<file path="src/rtl/xcvr_pkg.sv">
`default_nettype none
package xcvr_pkg;

  // Register map, byte addresses on the plain register port
  localparam logic [7:0] MODE_CTRL_ADDR = 8'h00;
  localparam logic [7:0] OFFSET_ADDR    = 8'h04;
  localparam logic [7:0] RF_DIV_ADDR    = 8'h08;
  localparam logic [7:0] IF_DIV_ADDR    = 8'h0C;
  localparam logic [7:0] STATUS_ADDR    = 8'h10;

  // Mode control fields
  localparam int TX_BIT    = 0;
  localparam int RX_BIT    = 1;
  localparam int SYNTH_BIT = 2;
  localparam int FRONT_BIT = 4;
  localparam int LNA_BIT   = 5;
  localparam logic [5:0] MODE_CTRL_RESET = 6'h30;

  // Offset fields: magnitude then sign, I low, Q high
  localparam int OFS_W      = 5;
  localparam int I_MAG_LSB  = 0;
  localparam int I_SIGN_BIT = 5;
  localparam int Q_MAG_LSB  = 8;
  localparam int Q_SIGN_BIT = 13;
  localparam logic [13:0] OFFSET_RESET = 14'h0000;

  // Divider ratio widths and resets
  localparam int RF_DIV_W = 14;
  localparam int IF_DIV_W = 8;
  localparam logic [13:0] RF_DIV_RESET = 14'h0001;
  localparam logic [7:0]  IF_DIV_RESET = 8'h01;

  // Reference and comparison rates
  localparam int CLOCK_HZ  = 25_000_000;
  localparam int REF_HZ    = 13_000_000;
  localparam int RF_CMP_HZ = 200_000;
  localparam int IF_CMP_HZ = 1_000_000;
  localparam logic [13:0] REF_RF_RATIO = 14'(REF_HZ / RF_CMP_HZ);
  localparam logic [13:0] REF_IF_RATIO = 14'(REF_HZ / IF_CMP_HZ);

  // Operating modes
  typedef enum logic [1:0] {
    MODE_IDLE  = 2'b00,
    MODE_SYNTH = 2'b01,
    MODE_RX    = 2'b10,
    MODE_TX    = 2'b11
  } op_mode_t;

  // Power enables that leave the block together
  typedef struct packed {
    logic synth;
    logic osc;
    logic lo_buf;
    logic rx;
    logic demod;
    logic rx_front;
    logic low_noise_amp_enable_bit;
    logic tx;
  } power_en_t;

  // Offset correction for one output pair
  typedef struct packed {
    logic           positive;
    logic [OFS_W-1:0] mag;
  } offset_t;

endpackage
`default_nettype wire

</file>
<file path="src/rtl/transceiver_power_mode_ctrl.sv">
// The address-and-strobe port and the register offsets were chosen for this implementation.
`default_nettype none
module transceiver_power_mode_ctrl
  import xcvr_pkg::*;
(
  // Clock and reset
  input  wire logic        clock,
  input  wire logic        rst,
  // Register port
  input  wire logic [7:0]  addr,
  input  wire logic [31:0] wdata,
  input  wire logic        wr,
  input  wire logic        rd,
  output logic      [31:0] rdata,
  // Mode pins from the baseband controller
  input  wire logic        receive_mode_pin,
  input  wire logic        transmit_mode_pin,
  input  wire logic        synth_mode_pin,
  // Reference and oscillator signals
  input  wire logic        ref_in,
  input  wire logic        rf_lo_in,
  input  wire logic        if_lo_in,
  // Power enables
  output power_en_t        power,
  // Offset correction
  output offset_t          i_offset,
  output offset_t          q_offset,
  // Charge pump commands
  output logic             rf_pump_source,
  output logic             rf_pump_sink,
  output logic             if_pump_source,
  output logic             if_pump_sink,
  // Quadrature IF LO
  output logic             if_lo_0deg,
  output logic             if_lo_90deg
);

  ////////////////////////////////////////////////////////////////
  // Registers

  logic [5:0]          mode_ctrl_q;
  logic [13:0]         offset_q;
  logic [RF_DIV_W-1:0] rf_div_q;
  logic [IF_DIV_W-1:0] if_div_q;
  op_mode_t            mode_q;
  op_mode_t            mode_d;

  // Software writes, one word per strobe
  always_ff @(posedge clock) begin
    if (rst) begin
      mode_ctrl_q <= MODE_CTRL_RESET;
      offset_q    <= OFFSET_RESET;
      rf_div_q    <= RF_DIV_RESET;
      if_div_q    <= IF_DIV_RESET;
    end else if (wr) begin
      case (addr)
        MODE_CTRL_ADDR: mode_ctrl_q <= wdata[5:0];
        OFFSET_ADDR:    offset_q    <= wdata[13:0];
        RF_DIV_ADDR:    rf_div_q    <= wdata[RF_DIV_W-1:0];
        IF_DIV_ADDR:    if_div_q    <= wdata[IF_DIV_W-1:0];
        default:        ;
      endcase
    end
  end

  // Read data stands only in the cycle after the strobe
  always_ff @(posedge clock) begin
    if (rst || !rd) begin
      rdata <= 32'h0000_0000;
    end else begin
      case (addr)
        MODE_CTRL_ADDR: rdata <= {26'h0, mode_ctrl_q};
        OFFSET_ADDR:    rdata <= {18'h0, offset_q};
        RF_DIV_ADDR:    rdata <= {18'h0, rf_div_q};
        IF_DIV_ADDR:    rdata <= {24'h0, if_div_q};
        STATUS_ADDR:    rdata <= {22'h0, mode_q, power};
        default:        rdata <= 32'h0000_0000;
      endcase
    end
  end

  ////////////////////////////////////////////////////////////////
  // Mode decode

  logic req_rx;
  logic req_tx;
  logic req_synth;

  // Pin or programmed bit, active high
  assign req_rx    = receive_mode_pin  || mode_ctrl_q[RX_BIT];
  assign req_tx    = transmit_mode_pin || mode_ctrl_q[TX_BIT];
  assign req_synth = synth_mode_pin    || mode_ctrl_q[SYNTH_BIT];

  // Single legal mode; receive beats transmit if both asked
  always_comb begin
    if (req_rx) begin
      mode_d = MODE_RX;
    end else if (req_tx) begin
      mode_d = MODE_TX;
    end else if (req_synth) begin
      mode_d = MODE_SYNTH;
    end else begin
      mode_d = MODE_IDLE;
    end
  end

  always_ff @(posedge clock) begin
    if (rst) begin
      mode_q <= MODE_IDLE;
    end else begin
      mode_q <= mode_d;
    end
  end

  ////////////////////////////////////////////////////////////////
  // Power enables

  // Decoded from the next mode so enables track it without lag;
  // only one of receive and transmit can ever be set
  always_ff @(posedge clock) begin
    if (rst) begin
      power <= '0;
    end else begin
      power <= '0;
      case (mode_d)
        MODE_SYNTH: begin
          power.synth  <= 1'b1;
          power.osc    <= 1'b1;
          power.lo_buf <= 1'b1;
        end
        MODE_RX: begin
          power.synth    <= 1'b1;
          power.osc      <= 1'b1;
          power.lo_buf   <= 1'b1;
          power.rx       <= 1'b1;
          power.demod    <= 1'b1;
          power.rx_front <= mode_ctrl_q[FRONT_BIT];
          power.low_noise_amp_enable_bit      <= mode_ctrl_q[FRONT_BIT]
                            && mode_ctrl_q[LNA_BIT];
        end
        MODE_TX: begin
          power.synth  <= 1'b1;
          power.osc    <= 1'b1;
          power.lo_buf <= 1'b1;
          power.tx     <= 1'b1;
        end
        default: power <= '0;
      endcase
    end
  end

  ////////////////////////////////////////////////////////////////
  // Offset correction

  always_ff @(posedge clock) begin
    if (rst) begin
      i_offset <= '0;
      q_offset <= '0;
    end else begin
      i_offset.mag      <= offset_q[I_MAG_LSB +: OFS_W];
      i_offset.positive <= offset_q[I_SIGN_BIT];
      q_offset.mag      <= offset_q[Q_MAG_LSB +: OFS_W];
      q_offset.positive <= offset_q[Q_SIGN_BIT];
    end
  end

  ////////////////////////////////////////////////////////////////
  // Edge detection of reference and oscillator inputs

  logic ref_prev_q;
  logic rf_prev_q;
  logic if_prev_q;
  logic ref_rise;
  logic rf_rise;
  logic if_rise;
  logic if_fall;

  always_ff @(posedge clock) begin
    if (rst) begin
      ref_prev_q <= 1'b0;
      rf_prev_q  <= 1'b0;
      if_prev_q  <= 1'b0;
    end else begin
      ref_prev_q <= ref_in;
      rf_prev_q  <= rf_lo_in;
      if_prev_q  <= if_lo_in;
    end
  end

  assign ref_rise = ref_in && !ref_prev_q;
  assign rf_rise  = rf_lo_in && !rf_prev_q;
  assign if_rise  = if_lo_in && !if_prev_q;
  assign if_fall  = !if_lo_in && if_prev_q;

  ////////////////////////////////////////////////////////////////
  // Dual divider chain and detectors

  logic loops_on;
  logic ref_rf_pulse;
  logic ref_if_pulse;
  logic rf_lo_pulse;
  logic if_lo_pulse;

  // Loops idle with the synthesizer to save switching power
  assign loops_on = power.synth;

  // Reference down to the 200 kHz and 1 MHz comparison rates
  pulse_divider ref_rf_div (
    .clock (clock),
    .rst   (rst),
    .run   (loops_on),
    .ratio (REF_RF_RATIO),
    .tick  (ref_rise),
    .pulse (ref_rf_pulse)
  );

  pulse_divider ref_if_div (
    .clock (clock),
    .rst   (rst),
    .run   (loops_on),
    .ratio (REF_IF_RATIO),
    .tick  (ref_rise),
    .pulse (ref_if_pulse)
  );

  // Programmable LO dividers
  pulse_divider rf_lo_div (
    .clock (clock),
    .rst   (rst),
    .run   (loops_on),
    .ratio (rf_div_q),
    .tick  (rf_rise),
    .pulse (rf_lo_pulse)
  );

  pulse_divider if_lo_div (
    .clock (clock),
    .rst   (rst),
    .run   (loops_on),
    .ratio ({6'h00, if_div_q}),
    .tick  (if_rise),
    .pulse (if_lo_pulse)
  );

  phase_freq_detector rf_pfd (
    .clock     (clock),
    .rst       (rst),
    .run       (loops_on),
    .ref_pulse (ref_rf_pulse),
    .lo_pulse  (rf_lo_pulse),
    .source_q  (rf_pump_source),
    .sink_q    (rf_pump_sink)
  );

  phase_freq_detector if_pfd (
    .clock     (clock),
    .rst       (rst),
    .run       (loops_on),
    .ref_pulse (ref_if_pulse),
    .lo_pulse  (if_lo_pulse),
    .source_q  (if_pump_source),
    .sink_q    (if_pump_sink)
  );

  ////////////////////////////////////////////////////////////////
  // Quadrature IF LO

  // Toggling on rising and falling edges halves the rate and
  // puts the two outputs a quarter period apart
  always_ff @(posedge clock) begin
    if (rst || !loops_on) begin
      if_lo_0deg  <= 1'b0;
      if_lo_90deg <= 1'b0;
    end else begin
      if (if_rise) begin
        if_lo_0deg <= !if_lo_0deg;
      end
      if (if_fall) begin
        if_lo_90deg <= if_lo_0deg;
      end
    end
  end

endmodule
`default_nettype wire

</file>
<file path="src/rtl/pulse_divider.sv">
`default_nettype none
module pulse_divider
  import xcvr_pkg::*;
(
  // Clock and reset
  input  wire logic        clock,
  input  wire logic        rst,
  // Control
  input  wire logic        run,
  input  wire logic [13:0] ratio,
  // Events
  input  wire logic        tick,
  output logic             pulse
);

  logic [13:0] count_q;
  logic        last;

  // Ratio of 0 behaves as 1, so the chain never stalls
  assign last = (ratio <= 14'h0001) || (count_q == ratio - 14'h0001);

  // Count input events; restart while the loop is unpowered
  always_ff @(posedge clock) begin
    if (rst || !run) begin
      count_q <= 14'h0000;
      pulse   <= 1'b0;
    end else begin
      pulse <= tick && last;
      if (tick) begin
        count_q <= last ? 14'h0000 : count_q + 14'h0001;
      end
    end
  end

endmodule
`default_nettype wire

</file>
<file path="src/rtl/phase_freq_detector.sv">
`default_nettype none
module phase_freq_detector
(
  // Clock and reset
  input  wire logic clock,
  input  wire logic rst,
  input  wire logic run,
  // Divided reference and divided LO
  input  wire logic ref_pulse,
  input  wire logic lo_pulse,
  // Charge pump commands
  output logic      source_q,
  output logic      sink_q
);

  logic both;

  // Both states reached: detector resets, no pump current
  assign both = (source_q || ref_pulse) && (sink_q || lo_pulse);

  // Reference leads: source into filter; LO leads: sink
  always_ff @(posedge clock) begin
    if (rst || !run || both) begin
      source_q <= 1'b0;
      sink_q   <= 1'b0;
    end else begin
      source_q <= source_q || ref_pulse;
      sink_q   <= sink_q || lo_pulse;
    end
  end

endmodule
`default_nettype wire

</file>
<file path="config.mk">
export PLATFORM = sky130hd
export DESIGN_NAME = transceiver_power_mode_ctrl
export DESIGN_NICKNAME = d
export VERILOG_FILES = /design/src/rtl/xcvr_pkg.sv /design/src/rtl/transceiver_power_mode_ctrl.sv /design/src/rtl/pulse_divider.sv /design/src/rtl/phase_freq_detector.sv
export SDC_FILE = /design/constraint.sdc
export NUM_CORES = 1
export LEC_CHECK = 0
export BUFFER_PORTS_ARGS = -buffer_cell sky130_fd_sc_hd__buf_2
export CAP_MARGIN = 20
export CORE_MARGIN = 2
export CORE_UTILIZATION = 46
export CTS_BUF_LIST = sky130_fd_sc_hd__clkbuf_4
export DETAILED_ROUTE_END_ITERATION = 8
export HOLD_SLACK_MARGIN = 0.1
export PLACE_DENSITY_LB_ADDON = 0.25
export SETUP_SLACK_MARGIN = 0.4
export SLEW_MARGIN = 10
export SYNTH_ARGS = -nofsm -noshare
export SYNTH_HDL_FRONTEND = slang
export SYNTH_SLANG_ARGS = --single-unit
</file>
<file path="constraint.sdc">
create_clock -name clock -period 2.8 [get_ports clock]
set_input_delay 0 -clock clock [delete_from_list [all_inputs] [get_ports clock]]
set_output_delay 0 -clock clock [all_outputs]
set_load 0.01 [all_outputs]
</file>
* Word level (Yosys, flattened, before mapping)
Cells that the tools add are included.
Operators by class: $add $sub $neg 6, multiply operators 0, div/mod/pow operators 0, order comparisons 2, equal/unequal tests 11, shift-type cells 0, muxes and demuxes 11, bitwise operators 1, reduce and logical (&&, ||, !) cells 38
Operator list (count):
- 14-bit case mux with 5 select lines | 1
- 14-bit by 1-bit adder with 14-bit output (second input constant) | 4
- 14-bit 2-to-1 mux | 4
- 14-bit equality test | 2
- 8-bit by 4-bit equality test with 1-bit output (second input constant) | 2
- 14-bit by 4-bit equality test with 1-bit output (second input constant) | 1
- 14-bit by 7-bit equality test with 1-bit output (second input constant) | 1
- 14-bit by 1-bit <= comparator with 1-bit output (second input constant) | 1
- 14-bit by 1-bit subtractor with 14-bit output (second input constant) | 1
- 1-bit logical OR | 13
- 1-bit logical AND | 11
- 8-bit by 1-bit subtractor with 9-bit output (second input constant) | 1
- 8-bit by 3-bit equality test with 1-bit output (second input constant) | 1
- 8-bit by 5-bit equality test with 1-bit output (second input constant) | 1
- 8-bit by 1-bit <= comparator with 1-bit output (second input constant) | 1
- 8-bit logical NOT | 1
- 2-bit AND reduction | 4
- 1-bit logical NOT | 7
- 2-bit equality test (second input constant) | 2
- 2-bit 2-to-1 mux | 2
- 4-bit 2-to-1 mux | 1
- 3-bit 2-to-1 mux | 1
- 3-bit OR reduction | 1
- 2-bit by 1-bit equality test with 1-bit output (second input constant) | 1
- other kinds (3) | 4
Storage, ports and cells: flip-flop bits (word level) 165, latch bits 0, bits in writable memories 0, bits in read-only memories 0, input port bits 50, output and inout bits 58, logic and storage cells 104, memories kept 0

* Logic depth before layout (Yosys ltp)
Gate-level depths: netlist (run 1).
word-level depth 7, mapped depth 10, gate-level depth less buffers 8

* Hierarchy
Synthesis (run 1) repeated with hierarchy kept, for this count alone.
Unflattened totals: cells, all modules 1113, area total of the unflattened synthesis 9496.6 sq um
By module, submodules not included:
- pulse_divider at ref_if_div ... | instances 3, cells an instance 207, area each 1610.3 sq um, sequential area each 300.3 sq um
- transceiver_power_mode_ctrl | instances 1, cells an instance 330, area each 3329.4 sq um, sequential area each 1601.5 sq um
- pulse_divider at if_lo_div | instances 1, cells an instance 148, area each 1188.6 sq um, sequential area each 300.3 sq um
- phase_freq_detector | instances 2, cells an instance 7, area each 73.8 sq um, sequential area each 40.0 sq um

* Least setup slack after synthesis (run 1)
No wires, ideal clock.
path kind register to register, start reg rf_div_q[0], end reg rf_lo_div.count_q[5], library setup time 0.154 ns, arrival 2.550 ns, required time 2.646 ns, path slack 0.096 ns, stages on the path, launching flop included 11, buffers on the path 2, period minus slack after synthesis 2.704 ns, cell sequence dfxtp_1 > clkbuf_1 > inv_1 > ha_1 > or4b_4 > or4_4 > o21ai_2 > nand4_4 > nor4b_4 > buf_6 > nor3b_2
On the way: word-level cells in the longest chain between the ends 4, elaborated cells between the ends (all ways) 5, classes of those cells add/sub (1); order compare (1); eq/ne (1); mux (1); reduce/logical (1)
Ends and longest elaborated chain:
- from (decl) | line transceiver_power_mode_ctrl.sv:43 | logic [RF_DIV_W-1:0] rf_div_q;
- from (signal assigned) | line transceiver_power_mode_ctrl.sv:59 | RF_DIV_ADDR: rf_div_q <= wdata[RF_DIV_W-1:0];
- 14-bit by 1-bit subtractor with 14-bit output | line pulse_divider.sv:20 | assign last = (ratio <= 14'h0001) || (count_q == ratio - 14'h0001);
- 14-bit equality test | line pulse_divider.sv:20
- 1-bit logical OR * | line pulse_divider.sv:20
- 14-bit 2-to-1 mux * | line pulse_divider.sv:30 | count_q <= last ? 14'h0000 : count_q + 14'h0001;
- to (signal assigned) | line pulse_divider.sv:30
- to (decl) | line pulse_divider.sv:16 | logic [13:0] count_q;
Every way passes the cells marked *; elsewhere a longest branch is shown, timed or not. A chain may end at the register's enable or synchronous reset.

* Worst setup path after layout (run 1)
start reg rf_div_q[1], end reg rf_lo_div.count_q[3]
Same word-level chain as after synthesis.

==> flow_metrics.env, run 1 <==
export IMPL_post_place_ws_ps=125
export IMPL_synth_area_per_cell_um2=8.75
export IMPL_drive_above_1_share_pct=19.4
export IMPL_wl_per_cell_um=14.3
export IMPL_die_w_um=127
export IMPL_ys_ff_latch=144
export IMPL_hold_class="input pin to flip-flop"
export IMPL_path_clk_slew_ps=110
export IMPL_ys_types=72
export IMPL_slew_headroom_pct=57.0
export IMPL_coreArea_mm2=0.0146
export IMPL_routabilityCongestion=0.833
export IMPL_crit_arrival_ps=2850
export IMPL_critPathRequiredTime_ps=3210
export IMPL_vdd_drop_max_mv=0.289
export IMPL_finalCritPeriodShare_pct=87.1
export IMPL_die_h_um=127
export IMPL_reg2reg_from="rf_div_q[1]"
export IMPL_worstSetupPathType="flip-flop to flip-flop"
export IMPL_io_buffer_count=71
export IMPL_yosys_warnings=0
export IMPL_grt_max_degree=45
export IMPL_ioPinCount=108
export IMPL_die_area_mm2=0.0160
export IMPL_cp_max_fo=3
export IMPL_mostFrequentLayoutCells="dfxtp_1, nor2_1, nand2_1, buf_2, nand3_1"
export IMPL_r2r_worst_path_cells=9
export IMPL_grtUsageTotal_pct=19.8
export IMPL_drcViolationCount=0
export IMPL_clk_path_buf_depth=2
export IMPL_drt_wl_total_um=15600
export IMPL_tns_ps=0
export IMPL_nFillCells=1339
export IMPL_syn_area_mm2=0.00690
export IMPL_setup_ws_ps=360
export IMPL_viasPerCell=5.25
export IMPL_leakage_uw=0.00307
export IMPL_setup_violations_final=0
export IMPL_cap_violations=0
export IMPL_area_delta_synth_final_pct=17.2
export IMPL_nets=956
export IMPL_tightestPinTransition_ps=639
export IMPL_synth_edf_count=0
export IMPL_cts_buffers=17
export IMPL_clock_latency_ps=540
export IMPL_yosys_most_used_dff="dfxtp_1"
export IMPL_cts_sinks=144
export IMPL_first_iter_violations=303
export IMPL_hp_start="addr[7]"
export IMPL_min_period_ps=2440
export IMPL_grt_ovfl_total=0
export IMPL_grt_pass1_wl_um=25900
export IMPL_finalHoldViolations=0
export IMPL_r2r_end="rf_lo_div.count_q[3]"
export IMPL_rsz0062_at_grt="yes"
export IMPL_crit_path_end_kind="flip-flop"
export IMPL_rows=44
export IMPL_layout_commonest_cell="dfxtp_1"
export IMPL_power_uw=3450
export IMPL_antenna_found_initial=1
export IMPL_status="complete, no violations"
export IMPL_ctsRootBufferMaster="clkbuf_4"
export IMPL_min_path_cells=7
export IMPL_post_dp_cell_area_mm2=0.00738
export IMPL_cts_tree="yes"
export IMPL_htreeDepth=4
export IMPL_powerDensity_mw_per_mm2=427
export IMPL_holdPathEnd="offset_q[6]"
export IMPL_syn_inst=789
export IMPL_fmax_ghz=0.410
export IMPL_fin_skew_ps=19.1
export IMPL_num_vias=5727
export IMPL_stdcell_area_mm2=0.00809
export IMPL_grt_pass1_vias=5373
export IMPL_start_util_pct=47.3
export IMPL_final_util_pct=55.5
export IMPL_dp_hpwl_um=10700
export IMPL_synthArstFlopShare_pct=0
export IMPL_slew_viol_final=0
export IMPL_reg2reg_slack_ps=360
export IMPL_ys_seq_area_share_pct=41.8
export IMPL_firstDrtPassIters=4
export IMPL_startpoint_type="flip-flop"
export IMPL_final_antenna_net_count=0
-- metrics by stage --
stage	std cells	hold WS [ps]
4_1_cts	1086	117
5_1_grt	1090	163
6_report	1090	161
3_3_place_gp	1017	204
2_1_floorplan	806	78.7
3_5_place_dp	1017	209
-- critical path, cell delays in order, from the launching register on --
cell	delay [ps]
dfxtp_2	330
inv_2	60
ha_4	120
or4b_4	470
or4_4	510
o21ai_4	150
nand4_4	130
nor4b_4	320
buf_4	190
a2111oi_4	30
-- how the worst max path moves through the flow --
stage | depth (start not counted) | start | slack [ps] | endpoint
detailed placement | 9 | rf_div_q[1] | 120 | rf_lo_div.count_q[7]
CTS | 9 | rf_div_q[0] | 360 | rf_lo_div.count_q[3]
floorplan | 10 | rf_div_q[0] | 140 | rf_lo_div.count_q[5]
global route | 9 | rf_div_q[1] | 230 | rf_lo_div.count_q[3]
finish | 9 | rf_div_q[1] | 360 | rf_lo_div.count_q[3]
global placement | 9 | rf_div_q[1] | 130 | rf_lo_div.count_q[11]
-- state kept, by name, summed over array words and instances (netlist names), 2 cells and up --
signal	count
offset_q	14
rdata	14
mode_ctrl_q	6
ref_rf_div.count_q	14
rf_div_q	14
ref_if_div.count_q	14
power	4
i_offset	6
mode_q	2
q_offset	6
rf_lo_div.count_q	14
if_lo_div.count_q	14
if_div_q	8
-- layout make-up --
type,count,area (um^2),share of cell area [%]
multi-input combinational,582,3750,46.4
sequential,144,2890,35.7
timing repair buffer,136,935,11.5
tap,184,230,2.84
clock buffer,21,158,1.95
clock inverter,7,67.6,0.835
inverter,15,58.8,0.727
antenna,1,2.50,0.0309
-- kinds of logic after synthesis --
family                   synth area share (%)
other                                  0.0543
multiplexers                             3.79
XOR/XNOR                                 9.01
AND/OR/NAND/NOR                          28.5
flip-flops                               41.8
adder cells (fa/ha/maj)                  1.81
AO/OA/AOI/OAI                            9.06
buffers and inverters                    6.07
-- metal layers --
metal	share of wire (%)	up-vias	routed length, um	track usage, %
met5	0	-	0	0
met4	1.0	0	161	6.33
met3	4.7	11	733	3.88
met2	45	143	7080	31.7
met1	49	2642	7650	26.9
li1	-	2931	-	-
-- power breakdown --
group / switching, uW / internal, uW / total, uW
sequential: 12.3 / 2060 / 2070
combinational: 142 / 103 / 245
clock: 683 / 455 / 1140
total: 837 / 2620 / 3450
-- synth_stat cells (all sizes together), types with 2 or more instances --
library cell	count	area share (%)
nor3	23	2.4
a31oi	2	0.18
o41ai	2	0.25
nor4b	5	0.85
nand3	60	4.3
inv	15	0.82
mux2i	10	1.4
a211oi	3	0.40
o21ai	9	0.71
mux2	2	0.33
mux4	6	2.0
a211o	5	0.65
and4	2	0.25
buf	30	3.3
nand3b	5	0.54
nand4	21	2.1
nand2	74	4.0
xor2	37	4.7
nor3b	6	0.72
nor2b	26	2.4
or4	4	0.49
a22o	6	0.78
clkbuf	35	1.9
a21oi	46	3.3
nor4	20	2.0
and3	12	1.1
or3	5	0.47
nor2	88	4.8
a22oi	8	0.87
xnor2	34	4.3
dfxtp	144	42
o21a	2	0.22
ha	10	1.8
or4b	2	0.34
o21ba	2	0.29
a2111oi	2	0.25
nand2b	10	0.91
-- timing repair --
action,CTS,global route
hold endpoints to repair,99,0
hold buffers,35,0
pin swaps,8,4
gates resized for setup,8,10
setup buffers,6,3
endpoints found under the setup margin,18,29
Note: power is estimated with default switching activity, not from simulation.
==> run 2: changes to the inputs <==
--- a/config.mk
+++ b/config.mk
@@ -13,6 +13,7 @@
 export DETAILED_ROUTE_END_ITERATION = 8
 export HOLD_SLACK_MARGIN = 0.1
 export PLACE_DENSITY_LB_ADDON = 0.25
+export REMOVE_ABC_BUFFERS = 1
 export SETUP_SLACK_MARGIN = 0.4
 export SLEW_MARGIN = 10
 export SYNTH_ARGS = -nofsm -noshare
==> flow_metrics.env, run 2 (synthesized netlist as in run 1, its figures left out) <==
export IMPL_tightestPinTransition_ps=652
export IMPL_fin_skew_ps=16.6
export IMPL_leakage_uw=0.00314
export IMPL_area_delta_synth_final_pct=18.4
export IMPL_routabilityCongestion=0.787
export IMPL_stdcell_area_mm2=0.00817
export IMPL_slew_headroom_pct=56.2
export IMPL_rows=44
export IMPL_worstSetupPathType="flip-flop to flip-flop"
export IMPL_min_period_ps=2520
export IMPL_io_buffer_count=71
export IMPL_seqPwrFrac_pct=57.8
export IMPL_crit_arrival_ps=2920
export IMPL_cp_max_fo=7
export IMPL_pwr_share_comb_pct=7.0
export IMPL_final_antenna_net_count=0
export IMPL_crit_path_end_kind="flip-flop"
export IMPL_tns_ps=0
export IMPL_setup_ws_ps=284
export IMPL_rsz0062_at_grt="yes"
export IMPL_antenna_found_initial=0
export IMPL_first_iter_violations=344
export IMPL_cts_tree="yes"
export IMPL_cp_slowest_cell="or4_4"
export IMPL_firstDrtPassIters=5
export IMPL_powerDensity_mw_per_mm2=438
export IMPL_startpoint_type="flip-flop"
export IMPL_intPower_uw=2700
export IMPL_slew_viol_final=0
export IMPL_hold_class="input pin to flip-flop"
export IMPL_coreArea_mm2=0.0146
export IMPL_htreeDepth=4
export IMPL_ioPinCount=108
export IMPL_finalHoldViolations=0
export IMPL_drcViolationCount=0
export IMPL_post_place_ws_ps=25.9
export IMPL_p_switching_uw=880
export IMPL_dp_hpwl_um=10800
export IMPL_layout_commonest_cell="dfxtp_1"
export IMPL_mostFrequentLayoutCells="dfxtp_1, nor2_1, nand2_1, buf_2, nand3_1"
export IMPL_cts_buffers=17
export IMPL_fmax_ghz=0.398
export IMPL_viasPerCell=5.27
export IMPL_status="complete, no violations"
export IMPL_die_area_mm2=0.0160
export IMPL_grtUsageTotal_pct=19.8
export IMPL_start_util_pct=47.3
export IMPL_die_h_um=127
export IMPL_grt_pass1_wl_um=26000
export IMPL_grt_pass1_vias=5397
export IMPL_drive_above_1_share_pct=20.1
export IMPL_clock_latency_ps=550
export IMPL_antenna_cells=0
export IMPL_final_util_pct=56.0
export IMPL_reg2reg_slack_ps=280
export IMPL_critPathRequiredTime_ps=3210
export IMPL_ctsRootBufferMaster="clkbuf_4"
export IMPL_cap_violations=0
export IMPL_grt_ovfl_total=0
export IMPL_vdd_drop_max_mv=0.283
export IMPL_drt_wl_total_um=15600
export IMPL_slowest_delay_ps=500
export IMPL_post_dp_cell_area_mm2=0.00742
export IMPL_die_w_um=127
export IMPL_finalCritPeriodShare_pct=89.8
export IMPL_cts_sinks=144
export IMPL_setup_violations_final=0
export IMPL_power_uw=3580
export IMPL_wl_per_cell_um=14.2
export IMPL_clkPwrFrac_pct=35.2
export IMPL_num_vias=5766
export IMPL_path_clk_slew_ps=120
export IMPL_grt_max_degree=52
export IMPL_nets=960
export IMPL_clk_path_buf_depth=2
export IMPL_sw_frac_of_total_pct=24.6
export IMPL_crit_chain="inv_2 -> ha_4 -> or4b_4 -> or4_4 -> o21ai_4 -> nand4_4 -> nor4b_4 -> buf_6 -> a2111oi_4"
## run 2: timing repair
item | 4_1_cts | 5_1_grt
endpoints found under the setup margin | 27 | 38
endpoints found under the hold margin | 93 | 0
buffers inserted | 2 | 2
hold buffers | 35 | 0
gates resized for setup | 13 | 12
pin swaps | 13 | 11
## run 2: power by group through the flow
stage / Sequential (uW) / Combinational (uW) / Clock [uW]
3_3_place_gp: 2120 / 205 / 0
3_5_place_dp: 2120 / 204 / 0
6_report: 2070 / 251 / 1260
2_1_floorplan: 2120 / 95.8 / 0
5_1_grt: 2070 / 272 / 1390
4_1_cts: 2070 / 246 / 1300
## run 2: final cells by class
type                       count  area [um^2]
inverter                      15         56.3
multi-input combinational    582         3770
timing repair buffer         140          965
tap                          184          230
fill                        1321         6420
clock buffer                  19          143
sequential                   144         2890
clock inverter                11          119
## run 2: per-stage QoR
step,hold slack [ps],instances
3_3_place_gp,215,1026
3_5_place_dp,210,1026
2_1_floorplan,69.1,741
5_1_grt,227,1095
4_1_cts,202,1093
6_report,242,1095
## run 2: final timing paths
check / start / end / depth (start not counted)
worst min register to register: ref_rf_div.pulse / rf_pfd.sink_q / 1
worst min-delay path: if_lo_in / if_prev_q / 3
worst max-delay path: rf_div_q[1] / rf_lo_div.count_q[3] / 9
worst max register to register: rf_div_q[1] / rf_lo_div.count_q[3] / 9
## run 2: metal layers
layer / vias to the layer above / track usage, % / share of wire, %
met5: - / 0 / 0
met3: 23 / 4.56 / 5.1
met1: 2655 / 26.3 / 47
met2: 151 / 32.1 / 46
met4: 0 / 5.88 / 1.6
li1: 2937 / - / -
## run 2: worst max-delay path: cells and delay by family (launching register included)
family                     cells  cell delay (ps)
DFF                            1              340
adders and majority gates      1              120
and+or+nand+nor                4             1440
AOI/OAI and AO/OA              2              210
buffers and inverters          2              250
==> run 3: changes to the inputs <==
--- a/config.mk
+++ b/config.mk
@@ -7,12 +7,12 @@
 export LEC_CHECK = 0
 export BUFFER_PORTS_ARGS = -buffer_cell sky130_fd_sc_hd__buf_2
 export CAP_MARGIN = 20
-export CORE_MARGIN = 2
-export CORE_UTILIZATION = 46
+export CORE_MARGIN = 1.5
+export CORE_UTILIZATION = 40
 export CTS_BUF_LIST = sky130_fd_sc_hd__clkbuf_4
 export DETAILED_ROUTE_END_ITERATION = 8
 export HOLD_SLACK_MARGIN = 0.1
-export PLACE_DENSITY_LB_ADDON = 0.25
+export PLACE_DENSITY = 0.66
 export REMOVE_ABC_BUFFERS = 1
 export SETUP_SLACK_MARGIN = 0.4
 export SLEW_MARGIN = 10
==> flow_metrics.env, run 3 (synthesized netlist as in run 1, its figures left out) <==
export IMPL_cp_top_family="simple AND/OR/NAND/NOR gates"
export IMPL_min_period_ps=2540
export IMPL_r2r_worst_path_cells=10
export IMPL_fin_skew_ps=14.4
export IMPL_worstSetupPathType="flip-flop to flip-flop"
export IMPL_cts_sinks=144
export IMPL_leakage_uw=0.00316
export IMPL_grt_ovfl_total=0
export IMPL_intPower_uw=2800
export IMPL_hold_ws_ps=139
export IMPL_pwr_share_comb_pct=6.9
export IMPL_cp_buffers_inverters=3
export IMPL_ioPinCount=108
export IMPL_firstDrtPassIters=5
export IMPL_io_buffer_count=71
export IMPL_start_util_pct=41.3
export IMPL_ctsRootBufferMaster="clkbuf_4"
export IMPL_htreeDepth=4
export IMPL_setup_violations_final=0
export IMPL_routabilityCongestion=0.821
export IMPL_status="complete, no violations"
export IMPL_vdd_drop_max_mv=0.358
export IMPL_slew_headroom_pct=53.9
export IMPL_layout_commonest_cell="dfxtp_1"
export IMPL_grt_pass1_vias=5416
export IMPL_antenna_found_initial=0
export IMPL_stdcell_count=1141
export IMPL_critPathRequiredTime_ps=3250
export IMPL_num_vias=5859
export IMPL_wl_per_cell_um=14.1
export IMPL_min_path_cells=5
export IMPL_tns_ps=0
export IMPL_reg2reg_from="rf_div_q[1]"
export IMPL_rows=47
export IMPL_area_delta_synth_final_pct=20.2
export IMPL_seqPwrFrac_pct=55.7
export IMPL_mostFrequentLayoutCells="dfxtp_1, nor2_1, nand2_1, buf_2, nand3_1"
export IMPL_power_uw=3720
export IMPL_powerDensity_mw_per_mm2=449
export IMPL_slowest_delay_ps=510
export IMPL_drive_above_1_share_pct=20.8
export IMPL_drt_wl_total_um=16000
export IMPL_finalCritPeriodShare_pct=90.7
export IMPL_grt_max_degree=46
export IMPL_clkPwrFrac_pct=37.5
export IMPL_grt_pass1_wl_um=26200
export IMPL_dp_hpwl_um=10900
export IMPL_tightestPinTransition_ps=686
export IMPL_drcViolationCount=0
export IMPL_nFillCells=1589
export IMPL_antenna_cells=0
export IMPL_dp_cells=1063
export IMPL_post_dp_cell_area_mm2=0.00747
export IMPL_cap_violations=0
export IMPL_coreArea_mm2=0.0167
export IMPL_crit_arrival_ps=2990
export IMPL_r2r_end="rf_lo_div.count_q[7]"
export IMPL_cp_slowest_cell="or4_4"
export IMPL_stdcell_area_mm2=0.00830
export IMPL_fmax_ghz=0.394
export IMPL_startpoint_type="flip-flop"
export IMPL_nets=968
export IMPL_first_iter_violations=430
export IMPL_die_area_mm2=0.0181
export IMPL_holdPathEnd="offset_q[7]"
export IMPL_crit_path_end_kind="flip-flop"
export IMPL_reg2reg_slack_ps=260
export IMPL_cts_buffers=17
export IMPL_final_antenna_net_count=0
export IMPL_crit_chain="inv_2 -> ha_4 -> or4b_4 -> or4_4 -> o21ai_4 -> nand4_4 -> nor4b_4 -> buf_4 -> buf_6 -> nor3_2"
export IMPL_die_w_um=134
export IMPL_hold_class="input pin to flip-flop"
export IMPL_hp_start="wr"
export IMPL_die_h_um=134
export IMPL_p_switching_uw=927
export IMPL_rsz0062_at_grt="yes"
export IMPL_path_clk_slew_ps=120
export IMPL_viasPerCell=5.13
export IMPL_grtUsageTotal_pct=18.0
export IMPL_clock_latency_ps=560
export IMPL_slew_viol_final=0
export IMPL_cp_max_fo=5
export IMPL_cts_tree="yes"
export IMPL_sw_frac_of_total_pct=24.9
export IMPL_clk_path_buf_depth=2
export IMPL_finalHoldViolations=0
run 3: changes by cell type in the layout (fill, tap and decap cells not counted), sizes merged:
cell,previous run,this run
bufinv,2,3
inv,15,17
clkinvlp,0,4
clkbuf,19,18
buf,105,113
clkinv,9,5
run 3: power groups by stage:
stage	combinational (uW)	clock, uW	sequential, uW
floorplan	95.8	0	2120
global placement	206	0	2120
detailed placement	206	0	2120
global route	277	1500	2080
finish	256	1400	2070
CTS	249	1430	2070
run 3: area by class of cell:
class	instances	area [um^2]	share of cell area [%]
well taps	220	275	3.32
clock inverters	14	165	1.99
flip-flops and latches	144	2890	34.8
inverters	15	56.3	0.678
multi-input cells	582	3750	45.2
clock buffers	18	135	1.63
repair buffers	148	1030	12.4
run 3: timing repair:
item	CTS	global route
gates cloned	1	0
endpoints found under the hold margin	93	0
hold buffers	35	0
buffers inserted	5	5
endpoints found under the setup margin	27	29
pin swaps	3	9
resized for setup	14	11
run 3: worst min-delay path, cell delays in order:
cell and delay, ps:
buf_2 100, nor3b_2 140, buf_4 240, nand3_1 130
a21oi_1 50
run 3: layer usage:
| metal | vias up | global-route usage [%] | part of all wire [%] |
|---|---|---|---|
| met3 | 18 | 3.93 | 5.6 |
| li1 | 2946 | - | - |
| met1 | 2729 | 24.2 | 48 |
| met4 | 0 | 5.56 | 1.4 |
| met5 | - | 0 | 0 |
| met2 | 166 | 28.8 | 45 |
run 3: per-stage QoR:
step,util [%],worst slack [ps]
after floorplan,-,-624
after global placement,44.7,35.0
after detailed placement,44.7,-38.1
after CTS,49.3,253
after global routing,49.7,139
final,49.7,261
run 3: worst max path at each step:
stage / startpoint / to / slack, ps / depth (start not counted)
after floorplan: addr[1] / rf_div_q[0] / -620 / 6
after global placement: if_div_q[1] / if_lo_div.count_q[3] / 40 / 9
after detailed placement: if_div_q[1] / if_lo_div.count_q[2] / -40 / 9
after CTS: rf_div_q[0] / rf_lo_div.count_q[7] / 250 / 10
after global routing: rf_div_q[0] / rf_lo_div.count_q[7] / 140 / 10
final: rf_div_q[1] / rf_lo_div.count_q[7] / 260 / 10
